===== src/core/ssf_consts.vh =====
/*
 * Constants for the serial status flag block: register offsets, bit positions,
 * reset values and event codes.
 * Assumes it is included by bare name from the core design files.
 */
`ifndef SSF_CONSTS_VH
`define SSF_CONSTS_VH

// Register offsets on the plain register port
`define SSF_ADDR_W 4
`define SSF_OFS_STATUS 4'h0
`define SSF_OFS_CONTROL 4'h1
`define SSF_OFS_TXHOLD 4'h2
`define SSF_OFS_RXHOLD 4'h3
`define SSF_OFS_IRQ_STAT 4'h4
`define SSF_OFS_IRQ_MASK 4'h5

// Status bit positions
`define SSF_B_TXE 7
`define SSF_B_RXF 6
`define SSF_B_OVR 5
`define SSF_B_FER 4
`define SSF_B_PER 3
`define SSF_B_TX_END_FLAG 2
`define SSF_B_MPB 1
`define SSF_B_MULTIPROC_TX_BIT 0

// Control bit positions
`define SSF_C_TXEN 0
`define SSF_C_RXEN 1
`define SSF_C_SMART 2
`define SSF_C_SYNC 3
`define SSF_C_TWOSTOP 4

// Reset values
`define SSF_RST_STATUS 8'h84
`define SSF_RST_CONTROL 8'h00
`define SSF_RST_BYTE 8'h00
`define SSF_RST_IRQ 5'h00

// Interrupt event bit positions
`define SSF_I_TXE 0
`define SSF_I_RXF 1
`define SSF_I_OVR 2
`define SSF_I_FER 3
`define SSF_I_PER 4
`define SSF_NIRQ 5

// Reception outcome codes
`define SSF_RX_NONE 2'h0
`define SSF_RX_OK 2'h1
`define SSF_RX_FER 2'h2
`define SSF_RX_PER 2'h3

`endif


===== src/core/ssf_status_flags.v =====
/*
 * Status flag logic of a serial unit: transmit-empty, receive-full, overrun,
 * framing/parity error flags, hold registers and interrupt status/mask.
 * Assumes one clock, synchronous inputs, and a register master that issues
 * one-cycle strobes and takes read data in the following cycle.
 */
`timescale 1ns/1ps
`default_nettype none
`include "ssf_consts.vh"

module ssf_status_flags (
    input wire ref_clk, // 100 MHz clock
    input wire arst_n, // Asynchronous reset, active low
    input wire [3:0] regAddr, // Register address
    input wire [7:0] regWrData, // Register write data
    input wire regWrEn, // Write strobe
    input wire regRdEn, // Read strobe
    output reg [7:0] regRdData, // Read data, cycle after strobe
    input wire txLoadShift, // Pulse: hold word moved to shift register
    input wire txEndIn, // Transmit-end level from shift engine
    input wire dtcTxWrite, // Pulse: controller writes hold word
    input wire [7:0] dtcTxData, // Controller transmit word
    input wire dtcRxRead, // Pulse: controller reads hold word
    input wire rxDone, // Pulse: reception complete
    input wire [7:0] rxShiftData, // Received word from shift register
    input wire rxStopBit, // First stop bit level
    input wire rxParityBad, // Parity mismatch on this word
    input wire rxMpBit, // Received multiprocessor bit
    input wire errSignalIn, // Pulse: smart-card error signal seen
    output wire [7:0] txHoldData, // Transmit hold word
    output wire [7:0] rxHoldData, // Receive hold word
    output wire txEnable, // Transmit enable control
    output wire rxEnable, // Receive enable control
    output wire smartSelect, // Smart-card mode select
    output wire twoStopSelect, // Two stop bit mode select
    output wire rxBlocked, // Reception may not proceed
    output wire txBlocked, // Transmission may not continue
    output wire multiprocTx, // Multiprocessor transfer bit
    output wire irq // Level interrupt
);

    // ************************************************************
    // Register state
    // ************************************************************
    reg [7:0] statusFf;
    reg [7:0] nxt_status;
    reg [7:0] readOneFf;
    reg [7:0] nxt_readOne;
    reg [7:0] controlFf;
    reg [7:0] txHoldFf;
    reg [7:0] nxt_txHold;
    reg [7:0] rxHoldFf;
    reg [7:0] nxt_rxHold;
    reg [`SSF_NIRQ-1:0] irqStatFf;
    reg [`SSF_NIRQ-1:0] nxt_irqStat;
    reg [`SSF_NIRQ-1:0] irqMaskFf;
    wire [1:0] rxKind;
    wire [`SSF_NIRQ-1:0] irqEvent;
    wire wrStatus;
    wire rdStatus;
    wire rxAccept;
    wire errBlock;
    integer i;

    // Address match shared by the write and status-read decoders; the read port uses a case
    function hit;
        input [3:0] a;
        input [3:0] ofs;
        begin
            hit = (a == ofs);
        end
    endfunction

    assign wrStatus = regWrEn && hit(regAddr, `SSF_OFS_STATUS);
    assign rdStatus = regRdEn && hit(regAddr, `SSF_OFS_STATUS);

    // ************************************************************
    // Reception classification
    // ************************************************************
    ssf_rx_classify ssf_rx_classify_i (
        .rxDone(rxDone),
        .stopBit1(rxStopBit),
        .parityBad(rxParityBad),
        .smartMode(smartSelect),
        .rxKind(rxKind)
    );

    // Overrun, parity, or framing flag outside smart-card mode blocks reception; in sync mode transmission too
    assign errBlock = statusFf[`SSF_B_OVR] | statusFf[`SSF_B_PER] |
        (statusFf[`SSF_B_FER] & ~smartSelect);
    assign rxBlocked = errBlock;
    assign txBlocked = errBlock & controlFf[`SSF_C_SYNC];
    assign rxAccept = (rxKind != `SSF_RX_NONE) && !errBlock && rxEnable;

    // ************************************************************
    // Status flags and hold registers
    // ************************************************************
    // Flags are cleared first, then hardware sets applied so a set wins
    always @* begin
        nxt_status = statusFf;
        nxt_readOne = readOneFf;
        nxt_txHold = txHoldFf;
        nxt_rxHold = rxHoldFf;
        // Remember which flags software has seen as one
        if (rdStatus) begin
            nxt_readOne = readOneFf | statusFf;
        end
        // Zero clears only flags read as one; ones change nothing
        if (wrStatus) begin
            for (i = `SSF_B_PER; i <= `SSF_B_TXE; i = i + 1) begin
                if (!regWrData[i] && readOneFf[i]) begin
                    nxt_status[i] = 1'b0;
                    nxt_readOne[i] = 1'b0;
                end
            end
            // Only the transfer bit is writable; end and mp bits ignored
            nxt_status[`SSF_B_MULTIPROC_TX_BIT] = regWrData[`SSF_B_MULTIPROC_TX_BIT];
        end
        // Processor write to the transmit hold word
        if (regWrEn && hit(regAddr, `SSF_OFS_TXHOLD)) begin
            nxt_txHold = regWrData;
        end
        // Controller service of the transmit request
        if (dtcTxWrite) begin
            nxt_txHold = dtcTxData;
            nxt_status[`SSF_B_TXE] = 1'b0;
        end
        // Controller service of the receive request
        if (dtcRxRead) begin
            nxt_status[`SSF_B_RXF] = 1'b0;
        end
        if (txLoadShift) begin
            nxt_status[`SSF_B_TXE] = 1'b1;
        end
        if (!txEnable) begin
            nxt_status[`SSF_B_TXE] = 1'b1;
        end
        // Receive enable has no effect on flags already set
        if (rxAccept) begin
            if (statusFf[`SSF_B_RXF]) begin
                nxt_status[`SSF_B_OVR] = 1'b1;
            end else begin
                nxt_rxHold = rxShiftData;
                nxt_status[`SSF_B_MPB] = rxMpBit;
                case (rxKind)
                    `SSF_RX_OK: nxt_status[`SSF_B_RXF] = 1'b1;
                    `SSF_RX_FER: nxt_status[`SSF_B_FER] = 1'b1;
                    `SSF_RX_PER: nxt_status[`SSF_B_PER] = 1'b1;
                    default: nxt_status[`SSF_B_RXF] = statusFf[`SSF_B_RXF];
                endcase
            end
        end
        // Smart-card error signal reuses bit 4
        if (smartSelect && errSignalIn) begin
            nxt_status[`SSF_B_FER] = 1'b1;
        end
        nxt_status[`SSF_B_TX_END_FLAG] = txEndIn;
    end

    // ************************************************************
    // Interrupt status and mask
    // ************************************************************
    assign irqEvent[`SSF_I_TXE] = ~statusFf[`SSF_B_TXE] & nxt_status[`SSF_B_TXE];
    assign irqEvent[`SSF_I_RXF] = ~statusFf[`SSF_B_RXF] & nxt_status[`SSF_B_RXF];
    assign irqEvent[`SSF_I_OVR] = ~statusFf[`SSF_B_OVR] & nxt_status[`SSF_B_OVR];
    assign irqEvent[`SSF_I_FER] = ~statusFf[`SSF_B_FER] & nxt_status[`SSF_B_FER];
    assign irqEvent[`SSF_I_PER] = ~statusFf[`SSF_B_PER] & nxt_status[`SSF_B_PER];

    // Write one to clear; a same-cycle event keeps its bit
    always @* begin
        nxt_irqStat = irqStatFf;
        if (regWrEn && hit(regAddr, `SSF_OFS_IRQ_STAT)) begin
            nxt_irqStat = irqStatFf & ~regWrData[`SSF_NIRQ-1:0];
        end
        nxt_irqStat = nxt_irqStat | irqEvent;
    end

    assign irq = |(irqStatFf & irqMaskFf);

    // ************************************************************
    // Clocked state
    // ************************************************************
    always @(posedge ref_clk or negedge arst_n) begin
        if (!arst_n) begin
            statusFf <= `SSF_RST_STATUS;
            readOneFf <= `SSF_RST_BYTE;
            controlFf <= `SSF_RST_CONTROL;
            txHoldFf <= `SSF_RST_BYTE;
            rxHoldFf <= `SSF_RST_BYTE;
            irqStatFf <= `SSF_RST_IRQ;
            irqMaskFf <= `SSF_RST_IRQ;
        end else begin
            statusFf <= nxt_status;
            readOneFf <= nxt_readOne;
            txHoldFf <= nxt_txHold;
            rxHoldFf <= nxt_rxHold;
            irqStatFf <= nxt_irqStat;
            if (regWrEn && hit(regAddr, `SSF_OFS_CONTROL)) begin
                controlFf <= regWrData;
            end
            if (regWrEn && hit(regAddr, `SSF_OFS_IRQ_MASK)) begin
                irqMaskFf <= regWrData[`SSF_NIRQ-1:0];
            end
        end
    end

    // ************************************************************
    // Read port
    // ************************************************************
    // Data stands only in the cycle after the strobe; zero otherwise
    always @(posedge ref_clk or negedge arst_n) begin
        if (!arst_n) begin
            regRdData <= `SSF_RST_BYTE;
        end else if (regRdEn) begin
            case (regAddr)
                `SSF_OFS_STATUS: regRdData <= statusFf;
                `SSF_OFS_CONTROL: regRdData <= controlFf;
                `SSF_OFS_TXHOLD: regRdData <= txHoldFf;
                `SSF_OFS_RXHOLD: regRdData <= rxHoldFf;
                `SSF_OFS_IRQ_STAT: regRdData <= {3'h0, irqStatFf};
                `SSF_OFS_IRQ_MASK: regRdData <= {3'h0, irqMaskFf};
                default: regRdData <= `SSF_RST_BYTE;
            endcase
        end else begin
            regRdData <= `SSF_RST_BYTE;
        end
    end

    assign txHoldData = txHoldFf;
    assign rxHoldData = rxHoldFf;
    assign txEnable = controlFf[`SSF_C_TXEN];
    assign rxEnable = controlFf[`SSF_C_RXEN];
    assign smartSelect = controlFf[`SSF_C_SMART];
    assign twoStopSelect = controlFf[`SSF_C_TWOSTOP];
    assign multiprocTx = statusFf[`SSF_B_MULTIPROC_TX_BIT];

endmodule // ssf_status_flags
`default_nettype wire


===== src/core/ssf_rx_classify.v =====
/*
 * Classifies a completed reception into ok, framing error or parity error.
 * Assumes stop and parity indications arrive together with the done pulse.
 */
`timescale 1ns/1ps
`default_nettype none
`include "ssf_consts.vh"

module ssf_rx_classify (
    input wire rxDone, // One-cycle reception complete
    input wire stopBit1, // First stop bit level
    input wire parityBad, // Parity mismatch seen
    input wire smartMode, // Smart-card mode selected
    output reg [1:0] rxKind // Reception outcome code
);

    // Stop bit low is framing error; smart-card mode has no framing check.
    // Only the first stop bit is looked at, so two-stop mode needs nothing extra.
    always @* begin
        rxKind = `SSF_RX_NONE;
        if (rxDone) begin
            if (!stopBit1 && !smartMode) begin
                rxKind = `SSF_RX_FER;
            end else if (parityBad) begin
                rxKind = `SSF_RX_PER;
            end else begin
                rxKind = `SSF_RX_OK;
            end
        end
    end

endmodule // ssf_rx_classify
`default_nettype wire


===== config.mk =====
export PLATFORM = sky130hd
export DESIGN_NAME = ssf_status_flags
export DESIGN_NICKNAME = d
export VERILOG_FILES = /design/src/core/ssf_status_flags.v /design/src/core/ssf_rx_classify.v
export VERILOG_INCLUDE_DIRS = /design/src /design/src/core
export SDC_FILE = /design/constraint.sdc
export NUM_CORES = 1
export LEC_CHECK = 0
export ABC_AREA = 0
export ABC_CLOCK_PERIOD_IN_PS = 1890
export BUFFER_PORTS_ARGS = -buffer_cell sky130_fd_sc_hd__buf_2
export CAP_MARGIN = 20
export CORE_ASPECT_RATIO = 1.75
export CORE_MARGIN = 3
export CORE_UTILIZATION = 40
export DETAILED_ROUTE_END_ITERATION = 8
export PLACE_DENSITY_LB_ADDON = 0.05
export REMOVE_ABC_BUFFERS = 1
export SLEW_MARGIN = 30
export SYNTH_ARGS = -nofsm -noshare
export SYNTH_HDL_FRONTEND = slang
export SYNTH_SLANG_ARGS = --single-unit

===== constraint.sdc =====
create_clock -name ref_clk -period 1.89 [get_ports ref_clk]
set_input_delay 0 -clock ref_clk [delete_from_list [all_inputs] [get_ports ref_clk]]
set_output_delay 0 -clock ref_clk [all_outputs]
set_load 0.02 [all_outputs]

### After elaboration in Yosys (flattened, before gate mapping)

Cells that the tools add are included.

| storage, ports and cells | value |
|---|---|
| output and inout bits | 32 |
| input bits | 41 |
| register bits | 58 |
| logic and storage cells | 101 |

| cells by class | value |
|---|---|
| bitwise logic cells | 20 |
| reduce and logical (&&, ||, !) cells | 29 |
| multiplexer cells | 33 |
| equal/unequal tests | 8 |

Operators by type and width:

| operator | count |
|---|---|
| 8-bit one-hot mux with 6 select lines | 1 |
| 8-bit 2-to-1 mux | 4 |
| 1-bit 2-to-1 mux | 19 |
| 1-bit logical AND | 15 |
| 5-bit 2-to-1 mux | 3 |
| 5-bit AND | 2 |
| 4-bit by 2-bit == test with 1-bit output, second input constant | 2 |
| 4-bit by 3-bit == test with 1-bit output, second input constant | 2 |
| 1-bit zero test | 8 |
| 2-bit 2-to-1 mux | 4 |
| 8-bit OR | 1 |
| 1-bit AND | 7 |
| 1-bit inverter | 6 |
| 5-bit inverter | 1 |
| 5-bit OR | 1 |
| 5-bit OR reduction | 1 |
| 2-bit == test, second input constant | 2 |
| 4-bit by 1-bit == test with 1-bit output, second input constant | 1 |
| 4-bit zero test | 1 |
| 4-bit 2-to-1 mux | 1 |
| 2-bit nonzero test | 2 |
| 2-bit by 1-bit == test with 1-bit output, second input constant | 1 |
| 1-bit OR | 2 |
| 1-bit one-hot mux with 2 select lines | 1 |
| other kinds (2) | 2 |

### Logic depth before layout (Yosys ltp)

| logic depth | value |
|---|---|
| depth in word-level cells | 12 |
| mapped depth | 5 |
| mapped depth without buffers | 3 |

### Modules after synthesis

A second synthesis with hierarchy kept.

| second synthesis, totals | value |
|---|---|
| cells, all modules | 232 |
| area total of the unflattened synthesis | 2703.8 µm² |

By module, submodules not included:

| module | instances | cells each | seq. area each (µm²) | area an instance (µm²) |
|---|---|---|---|---|
| ssf_status_flags | 1 | 229 | 1378.8 | 2683.8 |
| ssf_rx_classify | 1 | 3 | 0.0 | 20.0 |

### Worst setup path before layout

OpenSTA, ideal clock, no wires.

| path | value |
|---|---|
| path type | flip-flop to flip-flop |
| from | reg statusFf[5] |
| to | reg rxHoldFf[0] (netlist: rxHoldData[0]) |
| period minus slack after synthesis | 1.595 ns |
| data required time | 1.762 ns |
| buffers on the path | 1 |
| setup time | 0.128 ns |
| data arrival time | 1.468 ns |
| setup slack | 0.295 ns |
| stages on the path, launching flop included | 5 |
| cells stage by stage | dfrtp_1 -> or2_1 -> nor4_2 -> buf_4 -> mux2_1 |

| between the ends | value |
|---|---|
| longest elaborated chain between the ends | 6 |

Ends and longest elaborated chain:

| element | RTL line | source |
|---|---|---|
| start, declared | ssf_status_flags.v:45 | `reg [7:0] statusFf;` |
| start signal, assigned | ssf_status_flags.v:185 | `` statusFf <= `SSF_RST_STATUS; `` |
| start signal, assigned | ssf_status_flags.v:193 | `statusFf <= nxt_status;` |
| 1-bit OR (2 in a row) | ssf_status_flags.v:89 | `` assign errBlock = statusFf[`SSF_B_OVR] \| statusFf[`SSF_B_PER] \| `` |
| 1-bit zero test | ssf_status_flags.v:93 | `` assign rxAccept = (rxKind != `SSF_RX_NONE) && !errBlock && rxEnable; `` |
| 1-bit logical AND (2 in a row) | ssf_status_flags.v:93 |  |
| 2-bit AND reduction (no line) | - |  |
| end signal, assigned | ssf_status_flags.v:189 | `` rxHoldFf <= `SSF_RST_BYTE; `` |
| end signal, assigned | ssf_status_flags.v:196 | `rxHoldFf <= nxt_rxHold;` |
| end, declared | ssf_status_flags.v:52 | `reg [7:0] rxHoldFf;` |

No other way between the ends.
A chain may end at the register's enable or synchronous reset.

### Final worst setup path

| path | value |
|---|---|
| from | reg statusFf[5] |
| to | reg statusFf[1] |

| between the ends | value |
|---|---|
| longest elaborated chain between the ends | 6 |

Ends and longest elaborated chain:

| element | RTL line |
|---|---|
| 1-bit OR (2 in a row) | ssf_status_flags.v:89 |
| 1-bit zero test | ssf_status_flags.v:93 |
| 1-bit logical AND (2 in a row) | ssf_status_flags.v:93 |
| 2-bit AND reduction (no line) | - |

No other way between the ends.

==> flow_summary.json <==
{
  "status": "finished, final reports clean",
  "tightest_slew_ps": 689.0,
  "path_max_fanout": 11,
  "drv_cap": 0,
  "peakVddDrop_uv": 625.3,
  "criticalPathCategory": "register to register",
  "post-route-util": 0.5454,
  "period_minus_slack_ps": 1690,
  "pre_cts_ws_ps": 187.9,
  "regToRegStartpoint": "statusFf[5]$_DFF_PN0_",
  "skew_ps": 3.702,
  "yosysUniqueCellTypes": 49,
  "cts_tree": "yes",
  "hpwl_um": 5730,
  "cts_made_buffers": 5,
  "initial_utilization": 0.4206,
  "hold_violations": 0,
  "holdPathStages": 2,
  "rows": 39,
  "h-tree-depth": 2,
  "worstPathCellList": "or2_1, nor4_2, buf_4, mux2_2",
  "clockBufferDepth": 2,
  "vias": 2330,
  "p_per_area_nw_per_um2": 944.0,
  "reg2reg_depth": 4,
  "final_area_um2": 3646,
  "layout_common_cells": "buf_2, dfrtp_1, dlygate4sd3_1",
  "detail-route-antenna-nets": 0,
  "grtUsageTotal": 0.2083,
  "ys.flop_type": "dfrtp_1",
  "dpl.cell_count": 388,
  "worstPathRequired_ps": 2070,
  "place_area_um2": 3269,
  "post_cts_buffers": 0,
  "fill_cells": 594,
  "hold-path-endpoint": "irqMaskFf[1]$_DFFE_PN0P_",
  "clock_latency_ps": 290,
  "routedWlPerCell_um": 19.10,
  "cp-end-kind": "register",
  "hp-start": "regWrData[1]",
  "syn_inst": 237,
  "synthTopCellsByArea": "dfrtp_1, mux2_1, mux2_2, nand3_1, a31oi_1",
  "finalPower_uw": 3442,
  "slew_viol_final": 0,
  "drtIter0Drc": 125,
  "netlist_area_um2": 2811,
  "antenna_found_initial": 0,
  "slowest_delay_ps": 410,
  "slowest_stage": "dfrtp_1",
  "r2r_setup_slack_ps": 200,
  "grt_max_degree": 56,
  "synth-edff-count": 0,
  "arrival_ps": 1870,
  "clk_pin_slew_ps": 70,
  "layout_commonest_cell": "buf_2",
  "grt-ovfl-total": 0,
  "period_share": 0.8942,
  "hp-class": "input port to register",
  "gp_congestion": 0.7884,
  "portBuffers": 72,
  "r2r-end": "statusFf[1]$_DFFE_PN0P_",
  "fmax_mhz": 591.7,
  "fin_ws_ps": 199.9,
  "p_leak_uw": 0.001644,
  "routed_wirelength_um": 7983,
  "dieArea_um2": 8110,
  "final_nets": 376,
  "clock_sinks": 55,
  "synth.largest_area_cell": "dfrtp_1",
  "grt_pass1_wl_um": 12970,
  "layout-drive-gt1-share": 0.3601,
  "drcViolationCount": 0,
  "antenna_cells": 0,
  "syn_avg_cell_area_um2": 11.86,
  "die_w_um": 69.38,
  "pin_count": 73,
  "core-area_um2": 6685,
  "grt_pass1_vias": 2471,
  "rsz0062_at_grt": "no",
  "cts_root_buf": "clkbuf_16",
  "fp.dieH_um": 116.9,
  "synth-seq-cells": 55,
  "synthToLayoutAreaGrowth_pct": 29.68,
  "drt-pass1-iter-count": 4,
  "finalSetupViolCount": 0,
  "relSlewSlack": 0.5407,
  "synth.yosys.seq_area_share": 0.4904,
  "ys_warn_count": 0,
  "ys_async_sr_fraction": 1.000,
  "final_cell_count_no_fill": 418,
  "critPathLaunchType": "register",
  "viasPerCell": 5.574,
  "synth.top_cell.area_share": 0.4717
}
-- critical path: cells and delay by family, from the launching register on --
family | cells | cell delay [ps]
buf+inv | 1 | 250
flops | 1 | 410
mux | 1 | 350
simple gates | 2 | 570
-- registers in the layout, indices dropped and copies added, names as in the netlist --
| signal | count |
|---|---|
| controlFf | 8 |
| irqMaskFf | 5 |
| irqStatFf | 5 |
| readOneFf | 5 |
| regRdData | 8 |
| rxHoldData | 8 |
| statusFf | 8 |
| txHoldData | 8 |
-- per-layer routing --
layer,vias up,part of all wire,GRT usage
met4,0,0.021,0.08214
met1,1142,0.40,0.2499
met2,85,0.53,0.3724
met5,-,0,0
li1,1094,-,-
met3,9,0.054,0.03504
-- worst max-delay path by stage --
stage,startpoint,to
after global routing,statusFf[5]$_DFF_PN0_,rxHoldData[1]$_DFFE_PN0P_
final,statusFf[5]$_DFF_PN0_,statusFf[1]$_DFFE_PN0P_
after detailed placement,statusFf[5]$_DFF_PN0_,statusFf[1]$_DFFE_PN0P_
after floorplan,statusFf[5]$_DFF_PN0_,statusFf[1]$_DFFE_PN0P_
after CTS,statusFf[5]$_DFF_PN0_,statusFf[1]$_DFFE_PN0P_
after global placement,statusFf[5]$_DFF_PN0_,statusFf[1]$_DFFE_PN0P_
-- timing repair --
item,in CTS,in global routing
hold buffers,22,0
hold endpoints to repair,75,0
resized for setup,0,0
-- through the flow --
| stage | hold WS [ps] | TNS (ps) |
|---|---|---|
| after detailed placement | 107.2 | 0 |
| after global placement | 105.8 | 0 |
| after CTS | 1.556 | 0 |
| after global routing | 9.853 | 0 |
| after floorplan | -295.6 | -233.8 |
| final | 3.175 | 0 |
-- kinds of logic (layout without fill, tap and decap cells) --
family          count (synthesis)  after routing  synth area share
mux                            33             33            0.1433
flops                          55             55            0.4904
simple gates                   74             74            0.1883
buf+inv                        20            119           0.04049
compound gates                 55             55            0.1375
-- final cells by class --
| class | count | area, um2 | share of cell area |
|---|---|---|---|
| Sequential cell | 55 | 1379 | 0.3782 |
| Multi-Input combinational cell | 162 | 1319 | 0.3617 |
| Timing Repair Buffer | 106 | 670.6 | 0.1839 |
| Clock buffer | 8 | 156.4 | 0.04290 |
| Tap cell | 82 | 102.6 | 0.02814 |
| Inverter | 5 | 18.77 | 0.005148 |
-- where the power goes --
part | total, uW | switching, uW | internal, uW | leakage [uW]
clock | 974 | 408 | 565 | 0.0000772
combinational | 882 | 474 | 408 | 0.000879
sequential | 1590 | 186 | 1400 | 0.000687
total | 3440 | 1070 | 2370 | 0.00164
-- Yosys cell counts, drive strengths merged (3+ instances only) --
cell     number
nor4bb        3
o2bb2ai       5
o21ai        13
a31oi        13
nor4b         4
nand3        18
dfrtp        53
a32oi         3
and4b         4
mux4          3
clkbuf        3
nor2         16
nor2b         7
a21oi         4
nand2         6
inv           4
mux2         28
buf          12
o211ai        6
a22oi         3
No activity file was read; power rests on OpenSTA's default activity.
